--- src/rtl/scs_regs.svh ---
// Operation
// RULE1: Self-initialisation ends within 50 microseconds after reset
// RULE2: Defaults loaded into six registers at completion
// RULE3: Host writes all registers without a default
// RULE4: Host waits 50 microseconds before first access
// RULE5: Host first programs both clock-source select bits
// RULE6: Host reads select bits back, rewrites on mismatch
// RULE7: Hold release high-to-low starts clock generation
// RULE8: Cleared hold bit cannot be set again
// RULE9: Bus-filter bit low gives strongest noise suppression
// RULE10: Clock generation held until hold first released
`ifndef SCS_REGS_SVH
`define SCS_REGS_SVH

// ----------------------------------------------------------------------------
// Timing
// ----------------------------------------------------------------------------
`define SCS_INIT_TIME_NS    50000
`define SCS_CLK_PERIOD_NS   50
// Longest time, so the division rounds down
`define SCS_INIT_CYCLES     (`SCS_INIT_TIME_NS / `SCS_CLK_PERIOD_NS)

// ----------------------------------------------------------------------------
// Field positions of the sync_config_reg register
// ----------------------------------------------------------------------------
`define SCS_SYNC_SEL0_POS   0
`define SCS_SYNC_SEL1_POS   1
`define SCS_SYNC_FILT_POS   7

// ----------------------------------------------------------------------------
// Field positions of the level/change register
// ----------------------------------------------------------------------------
`define SCS_LEVEL_HOLD_POS  7

// ----------------------------------------------------------------------------
// Default values loaded after self-initialisation
// ----------------------------------------------------------------------------
`define SCS_ADR_PTR0_RST    8'h00
`define SCS_ADR_PTR1_RST    8'h00
`define SCS_DATA_PORT_RST   8'h00
`define SCS_ACQ_CTRL_RST    8'h00
`define SCS_SYNC_CFG_RST    8'h80
`define SCS_LEVEL_CHG_RST   8'h80
// Value held before defaults are loaded
`define SCS_REG_CLEAR       8'h00

`endif

--- src/rtl/scs_pkg.sv ---
`default_nettype none
package scs_pkg;
   // Sequencer states
   typedef enum logic [1:0] {
      SCS_ST_INIT = 2'b00, // Self-initialisation running
      SCS_ST_HELD = 2'b01, // Ready, clock generation held
      SCS_ST_RUN  = 2'b10  // Clock generation released
   } scs_state_t;

   // Clock-source selection codes
   typedef logic [1:0] scs_clk_sel_t;
endpackage
`default_nettype wire

--- src/rtl/scs_timer.sv ---
`timescale 1ns/10ps
`default_nettype none
`include "scs_regs.svh"

module scs_timer #(
   parameter int unsigned LIMIT = `SCS_INIT_CYCLES
) (
   input  wire logic clk_i,   // System clock
   input  wire logic resetn_i,// Synchronous reset, active low
   output logic      done_o   // High once LIMIT cycles have passed
);
   localparam int unsigned CW = $clog2(LIMIT + 1);

   logic [CW-1:0] cnt_ff;     // Cycles since reset
   logic [CW-1:0] nxt_cnt;
   logic          done_ff;    // Terminal flag
   logic          nxt_done;

   // ------------------------------------------------------------------------
   // Next count, saturating at the limit
   // ------------------------------------------------------------------------
   always_comb begin
      nxt_cnt  = cnt_ff;
      nxt_done = done_ff;
      if (!done_ff) begin
         nxt_cnt = cnt_ff + CW'(1);
         // Done on the edge that completes LIMIT cycles
         if (cnt_ff == CW'(LIMIT - 1)) begin
            nxt_done = 1'b1;
         end
      end
   end

   // ------------------------------------------------------------------------
   // Registers
   // ------------------------------------------------------------------------
   always_ff @(posedge clk_i) begin
      if (!resetn_i) begin
         cnt_ff  <= '0;
         done_ff <= 1'b0;
      end else begin
         cnt_ff  <= nxt_cnt;
         done_ff <= nxt_done;
      end
   end

   assign done_o = done_ff;
endmodule
`default_nettype wire

--- src/rtl/scs_seq.sv ---
`timescale 1ns/10ps
`default_nettype none
`include "scs_regs.svh"

module scs_seq #(
   parameter int unsigned INIT_CYCLES = `SCS_INIT_CYCLES
) (
   input  wire logic       clk_i,          // System clock, 20 MHz
   input  wire logic       resetn_i,       // Synchronous reset, active low
   input  wire logic       sync_wr_i,      // Host write to sync_config_reg
   input  wire logic [7:0] sync_wdata_i,   // Data for sync_config_reg
   input  wire logic       level_wr_i,     // Host write to level_change_reg
   input  wire logic [7:0] level_wdata_i,  // Data for level_change_reg
   output logic            ready_o,        // Self-initialisation done
   output logic [7:0]      adr_ptr0_o,     // Address pointer 0
   output logic [7:0]      adr_ptr1_o,     // Address pointer 1
   output logic [7:0]      data_port_o,    // Data port
   output logic [7:0]      acq_ctrl_o,     // acquisition_ctrl_reg
   output logic [7:0]      sync_cfg_o,     // sync_config_reg readback
   output logic [7:0]      level_chg_o,    // level_change_reg readback
   output logic            clkgen_init_o,  // One-cycle clock generator start
   output logic            clkgen_run_o,   // Clock generation running
   output logic [1:0]      clkgen_sel_o,   // Source applied to clock generation
   output logic            filter_max_o    // Strongest bus noise suppression
);
   // ------------------------------------------------------------------------
   // State
   // ------------------------------------------------------------------------
   scs_pkg::scs_state_t   state_ff;        // Sequencer state
   scs_pkg::scs_state_t   nxt_state;
   logic [7:0]            adr0_ff;         // Address pointer 0
   logic [7:0]            nxt_adr0;
   logic [7:0]            adr1_ff;         // Address pointer 1
   logic [7:0]            nxt_adr1;
   logic [7:0]            dport_ff;        // Data port
   logic [7:0]            nxt_dport;
   logic [7:0]            acq_ff;          // Acquisition control
   logic [7:0]            nxt_acq;
   logic [7:0]            sync_ff;         // Sync_config_reg register
   logic [7:0]            nxt_sync;
   logic [7:0]            level_ff;        // Level/change register
   logic [7:0]            nxt_level;
   logic                  ready_ff;        // Ready for host access
   logic                  nxt_ready;
   logic                  init_ff;         // Clock generator start pulse
   logic                  nxt_init;
   logic                  run_ff;          // Clock generation running
   logic                  nxt_run;
   scs_pkg::scs_clk_sel_t gsel_ff;         // Applied clock source
   scs_pkg::scs_clk_sel_t nxt_gsel;
   logic                  filt_ff;         // Strong filter active
   logic                  nxt_filt;
   logic                  timer_done;      // Init period elapsed
   logic                  hold_now;        // Current hold bit
   logic                  hold_req;        // Hold bit being written

   // ------------------------------------------------------------------------
   // Self-initialisation timer
   // ------------------------------------------------------------------------
   // Done one cycle early, so ready lands on edge INIT_CYCLES, not later [RULE1]
   scs_timer #(
      .LIMIT (INIT_CYCLES - 1)
   ) u_timer (
      .clk_i    (clk_i),
      .resetn_i (resetn_i),
      .done_o   (timer_done)
   );

   assign hold_now = level_ff[`SCS_LEVEL_HOLD_POS];
   assign hold_req = level_wdata_i[`SCS_LEVEL_HOLD_POS];

   // ------------------------------------------------------------------------
   // Next-state logic
   // ------------------------------------------------------------------------
   always_comb begin
      nxt_state = state_ff;
      nxt_adr0  = adr0_ff;
      nxt_adr1  = adr1_ff;
      nxt_dport = dport_ff;
      nxt_acq   = acq_ff;
      nxt_sync  = sync_ff;
      nxt_level = level_ff;
      nxt_ready = ready_ff;
      nxt_init  = 1'b0;
      nxt_run   = run_ff;
      nxt_gsel  = gsel_ff;
      unique case (state_ff)
         scs_pkg::SCS_ST_INIT: begin
            // Host writes ignored until ready
            if (timer_done) begin // [RULE1]
               nxt_adr0  = `SCS_ADR_PTR0_RST;  // [RULE2]
               nxt_adr1  = `SCS_ADR_PTR1_RST;  // [RULE2]
               nxt_dport = `SCS_DATA_PORT_RST; // [RULE2]
               nxt_acq   = `SCS_ACQ_CTRL_RST;  // [RULE2]
               nxt_sync  = `SCS_SYNC_CFG_RST;  // [RULE2]
               nxt_level = `SCS_LEVEL_CHG_RST; // [RULE2]
               nxt_ready = 1'b1;
               nxt_state = scs_pkg::SCS_ST_HELD;
            end
         end
         scs_pkg::SCS_ST_HELD: begin
            if (sync_wr_i) begin
               // Select bits stored, not yet applied [RULE10]
               nxt_sync = sync_wdata_i;
            end
            if (level_wr_i) begin
               nxt_level = level_wdata_i;
               // High-to-low on hold starts the generator [RULE7]
               if (hold_now && !hold_req) begin
                  nxt_init  = 1'b1;
                  nxt_run   = 1'b1;
                  nxt_gsel  = {sync_ff[`SCS_SYNC_SEL1_POS], sync_ff[`SCS_SYNC_SEL0_POS]};
                  nxt_state = scs_pkg::SCS_ST_RUN;
               end
            end
         end
         scs_pkg::SCS_ST_RUN: begin
            if (sync_wr_i) begin
               nxt_sync = sync_wdata_i;
            end
            if (level_wr_i) begin
               // Hold bit stays cleared until reset [RULE8]
               nxt_level = level_wdata_i;
               nxt_level[`SCS_LEVEL_HOLD_POS] = 1'b0;
            end
         end
         default: begin
            // Illegal code: restart the sequence
            nxt_state = scs_pkg::SCS_ST_INIT;
         end
      endcase
      // Strong filter while ready and the bus-filter bit is low [RULE9]
      nxt_filt = ready_ff ? !nxt_sync[`SCS_SYNC_FILT_POS] : 1'b0;
   end

   // ------------------------------------------------------------------------
   // Registers
   // ------------------------------------------------------------------------
   always_ff @(posedge clk_i) begin
      if (!resetn_i) begin
         state_ff <= scs_pkg::SCS_ST_INIT;
         adr0_ff  <= `SCS_REG_CLEAR;
         adr1_ff  <= `SCS_REG_CLEAR;
         dport_ff <= `SCS_REG_CLEAR;
         acq_ff   <= `SCS_REG_CLEAR;
         sync_ff  <= `SCS_REG_CLEAR;
         level_ff <= `SCS_REG_CLEAR;
         ready_ff <= 1'b0;
         init_ff  <= 1'b0;
         run_ff   <= 1'b0;
         gsel_ff  <= 2'h0;
         filt_ff  <= 1'b0;
      end else begin
         state_ff <= nxt_state;
         adr0_ff  <= nxt_adr0;
         adr1_ff  <= nxt_adr1;
         dport_ff <= nxt_dport;
         acq_ff   <= nxt_acq;
         sync_ff  <= nxt_sync;
         level_ff <= nxt_level;
         ready_ff <= nxt_ready;
         init_ff  <= nxt_init;
         run_ff   <= nxt_run;
         gsel_ff  <= nxt_gsel;
         filt_ff  <= nxt_filt;
      end
   end

   // ------------------------------------------------------------------------
   // Outputs
   // ------------------------------------------------------------------------
   assign ready_o       = ready_ff;
   assign adr_ptr0_o    = adr0_ff;
   assign adr_ptr1_o    = adr1_ff;
   assign data_port_o   = dport_ff;
   assign acq_ctrl_o    = acq_ff;
   assign sync_cfg_o    = sync_ff;
   assign level_chg_o   = level_ff;
   assign clkgen_init_o = init_ff;
   assign clkgen_run_o  = run_ff;
   assign clkgen_sel_o  = gsel_ff;
   assign filter_max_o  = filt_ff;

   // ------------------------------------------------------------------------
   // Checks
   // ------------------------------------------------------------------------
   logic [15:0] since_rst_ff;  // Cycles since reset release, saturating
   logic [15:0] nxt_since_rst;

   // Next count, held at its top value
   always_comb begin
      nxt_since_rst = since_rst_ff;
      if (since_rst_ff != 16'hffff) begin
         nxt_since_rst = since_rst_ff + 16'h1;
      end
   end

   // Count register
   always_ff @(posedge clk_i) begin
      if (!resetn_i) begin
         since_rst_ff <= 16'h0;
      end else begin
         since_rst_ff <= nxt_since_rst;
      end
   end

   chk_ready_bound: assert property ( // [RULE1]
      @(posedge clk_i) disable iff (!resetn_i)
      (since_rst_ff >= 16'(INIT_CYCLES)) |-> ready_o)
      else $error("ready not raised within the init period");

   chk_ready_early: assert property ( // [RULE1]
      @(posedge clk_i) disable iff (!resetn_i)
      $rose(ready_o) |-> (since_rst_ff == 16'(INIT_CYCLES)))
      else $error("ready raised at the wrong cycle");

   chk_defaults_load: assert property ( // [RULE2]
      @(posedge clk_i) disable iff (!resetn_i)
      $rose(ready_o) |-> (sync_cfg_o == `SCS_SYNC_CFG_RST)
                         && (level_chg_o == `SCS_LEVEL_CHG_RST)
                         && (acq_ctrl_o == `SCS_ACQ_CTRL_RST)
                         && (adr_ptr0_o == `SCS_ADR_PTR0_RST)
                         && (adr_ptr1_o == `SCS_ADR_PTR1_RST)
                         && (data_port_o == `SCS_DATA_PORT_RST))
      else $error("defaults not loaded at ready");

   chk_release_start: assert property ( // [RULE7]
      @(posedge clk_i) disable iff (!resetn_i)
      (level_wr_i && ready_o && !clkgen_run_o && level_chg_o[`SCS_LEVEL_HOLD_POS]
       && !level_wdata_i[`SCS_LEVEL_HOLD_POS])
      |=> clkgen_init_o && clkgen_run_o
          && (clkgen_sel_o == {$past(sync_cfg_o[`SCS_SYNC_SEL1_POS]),
                               $past(sync_cfg_o[`SCS_SYNC_SEL0_POS])}))
      else $error("release did not start clock generation");

   chk_hold_sticky: assert property ( // [RULE8]
      @(posedge clk_i) disable iff (!resetn_i)
      clkgen_run_o |=> !level_chg_o[`SCS_LEVEL_HOLD_POS] && clkgen_run_o)
      else $error("hold bit set again after release");

   chk_filter_level: assert property ( // [RULE9]
      @(posedge clk_i) disable iff (!resetn_i)
      ready_o ##1 ready_o |-> (filter_max_o == !sync_cfg_o[`SCS_SYNC_FILT_POS]))
      else $error("filter strength does not follow bus-filter bit");

   chk_gen_held: assert property ( // [RULE10]
      @(posedge clk_i) disable iff (!resetn_i)
      !clkgen_run_o |-> !clkgen_init_o && (clkgen_sel_o == 2'h0))
      else $error("clock generation moved while held");
endmodule
`default_nettype wire

--- config.mk ---
export PLATFORM = sky130hd
export DESIGN_NAME = scs_seq
export DESIGN_NICKNAME = d
export VERILOG_FILES = /design/src/rtl/scs_pkg.sv /design/src/rtl/scs_timer.sv /design/src/rtl/scs_seq.sv
export VERILOG_INCLUDE_DIRS = /design/src /design/src/rtl
export SDC_FILE = /design/constraint.sdc
export NUM_CORES = 1
export LEC_CHECK = 0
export ABC_AREA = 1
export ABC_CLOCK_PERIOD_IN_PS = 4600
export BUFFER_PORTS_ARGS = -buffer_cell sky130_fd_sc_hd__clkbuf_2
export CORE_AREA = 2 2 93 95
export DETAILED_ROUTE_END_ITERATION = 6
export DIE_AREA = 0 0 95 97
export HOLD_SLACK_MARGIN = 0.08
export SLEW_MARGIN = 15
export SYNTH_ARGS = -nofsm -noshare
export SYNTH_HDL_FRONTEND = slang
export SYNTH_HIERARCHICAL = 1
export SYNTH_SLANG_ARGS = --single-unit
--- constraint.sdc ---
create_clock -name clk_i -period 4.6 [get_ports clk_i]
set_input_delay 0.92 -clock clk_i [delete_from_list [all_inputs] [get_ports clk_i]]
set_output_delay 0.92 -clock clk_i [all_outputs]
set_load 0.01 [all_outputs]
==> qor.yml <==
grt_pass1_vias: 1491
multi_input_area_mm2: 0.00101
maxSlewViolCount: 0
grt-ovfl-total: 0
leakage_nw: 1.05
grt_pass1_wl_mm: 6.36
drtAntennaViolNets: 0
grt_max_degree: 32
start_util: 0.248
row_count: 33
endpoint_kind: "register"
drc: 0
placed_area_mm2: 0.00215
crit_buf_inv: 2
holdBufCountCts: 0
die_height_um: 97
synth_adder_area_share: 0.0559
synth_area_mm2: 0.00202
drive_above_1_share: 0.197
period_needed_ns: 2.01
synth_top_family_by_area: "simple AND/OR/NAND/NOR gates"
outcome: "complete, no violations"
path_class: "reg -> reg"
yosys_warnings: 6
place.gp.congestion: 0.801
synth_mux_area_frac: 0
slew_headroom: 0.563
hold_viol_final: 0
cts_resized: 0
hold_path_class: "reg -> reg"
clk_pin_slew_ns: 0.07
clockBufferDepth: 2
power.density_mw_per_mm2: 443
ys_types: 26
cts_root_buffer: "clkbuf_8"
synth_compound_area_frac: 0.0739
synth-seq-area-share: 0.348
cp-start-kind: "register"
max_stage_delay_ns: 0.52
synth_top_area_frac: 0.348
finalCritPeriodShare: 0.436
core_mm2: 0.00813
die_w_um: 95
regArea_um2: 701
drt_iter0_drc: 49
fin_area_mm2: 0.00223
wire_per_inst_um: 9.01
crit_fanout: 14
clk_latency_ns: 0.28
vias: 1707
postSynthCellCount: 281
synth.area.top_cells: "dfxtp_1 (35%), buf_4 (13%), nand2_1 (9.7%), nor2_1 (9.1%), nand3_1 (6.2%)"
synth.avg_cell_area_um2: 7.17
io_buffers: 41
cpMaxStageDelayCell: "o21ai_2"
dp_hpwl_mm: 2.98
grtUsageTotal: 0.0856
cap_violations: 0
syn2layout_area_growth_pct: 10.5
layout_commonest_cell: "nand2_1"
post_cts_buffers: 0
cp.arrival_ns: 2.18
routed_wl_mm: 3.83
finClkSkew_ns: 0.00858
setup_viol: 0
cts_buffers: 5
io_pins: 74
synth_xor_area_frac: 0
layout_common_cells: "nand2_1 (52), nor2_1 (49), clkbuf_2 (41), dfxtp_1 (35), conb_1 (32)"
viasPerCell: 4.02
cts_sinks: 35
antenna_found_initial: 0
tightest_slew_ns: 0.656
die-area_mm2: 0.00922
rsz0062_at_grt: "no"
h-tree-depth: 2
critPathTopFamily: "compound AO/OA/AOI/OAI gates"
setup_tns_ns: 0
fin_nets: 348
cts_tree: "done"
vdd_drop_max_uv: 103
synth_top_cell_by_area: "dfxtp_1"
synth-seq-cells: 35
synth_simple_gate_area_frac: 0.313
antenna_cells: 0
crit_chain: "inv_1 > ha_1 > inv_4 > o21ai_2 > nand3_1 > nand2_1 > nor2_1"
required_ns: 4.77
place_ws_ns: 2.57
fmax_mhz: 498
fill_cells: 888
drt-pass1-iter-count: 4
final.setup.worst_slack_ns: 2.59
[cell usage after synthesis, drive strengths merged]
cell    instances
inv            25
dfxtp          35
o21bai          1
a21oi          18
nor2           53
clkbuf          2
nand3          28
or2             1
nand2          55
nor3            1
buf            39
conb            1
ha              9
nand4           5
o21ai           8
[final cells by class]
class                           instances  area share
Timing Repair Buffer                   41      0.0921
Sequential cell                        35       0.315
Inverter                               25      0.0433
Clock inverter                          1     0.00225
Multi-Input combinational cell        211       0.454
Clock buffer                            7      0.0343
Tap cell                              105      0.0590
[logic make-up (layout without fill, tap and decap cells)]
| group | Yosys count | in the layout |
|---|---|---|
| buf+inv | 66 | 74 |
| other cells | 1 | 32 |
| compound gates | 27 | 27 |
| fa+ha+maj | 9 | 9 |
| simple gates | 143 | 143 |
| flops | 35 | 35 |
[where the power goes]
group	switching [mW]	internal, mW	leakage (nW)
clock	0.107	0.106	0.0422
combinational	0.252	0.135	0.726
sequential	0.0333	0.353	0.285
total	0.392	0.594	1.05
[flip-flops by register name, indices dropped and copies added (netlist names), named ones only]
register and flops:
clkgen_init_o 1, clkgen_run_o 1, clkgen_sel_o 2, filter_max_o 1, level_chg_o 8, ready_o 1
state_ff 2, sync_cfg_o 7, u_timer/cnt_ff 10, u_timer/done_o 1
[routing by layer]
metal  GRT usage  wire length (um)
met1      0.0972              1630
met4      0.0290                48
met2       0.146              1890
met5           0                 0
met3      0.0312               266
[worst paths after layout]
check | endpoint | slack, ns | startpoint | cells past startpoint
worst max-delay path | sync_cfg_o[0] | 2.59 | state_ff[0] | 7
worst min-delay path | filter_max_o | 0.45 | ready_o | 2
worst min register to register | filter_max_o | 0.45 | ready_o | 2
worst max register to register | sync_cfg_o[0] | 2.59 | state_ff[0] | 7
[worst min-delay path, delay by kind of cell, from the launching register on]
kind             cells  cell delay, ns
flip-flops           1            0.31
AND/OR/NAND/NOR      2            0.10
[through the flow]
step,std cells,hold slack (ns),util,total power [mW]
after floorplan,312,0.470,-,0.730
final,425,0.452,0.274,0.986
after global routing,425,0.493,0.274,1.07
after CTS,425,0.457,0.274,0.999
after detailed placement,417,0.448,0.264,0.782
after global placement,417,0.449,0.264,0.776
(Power assumes the default switching activity.)
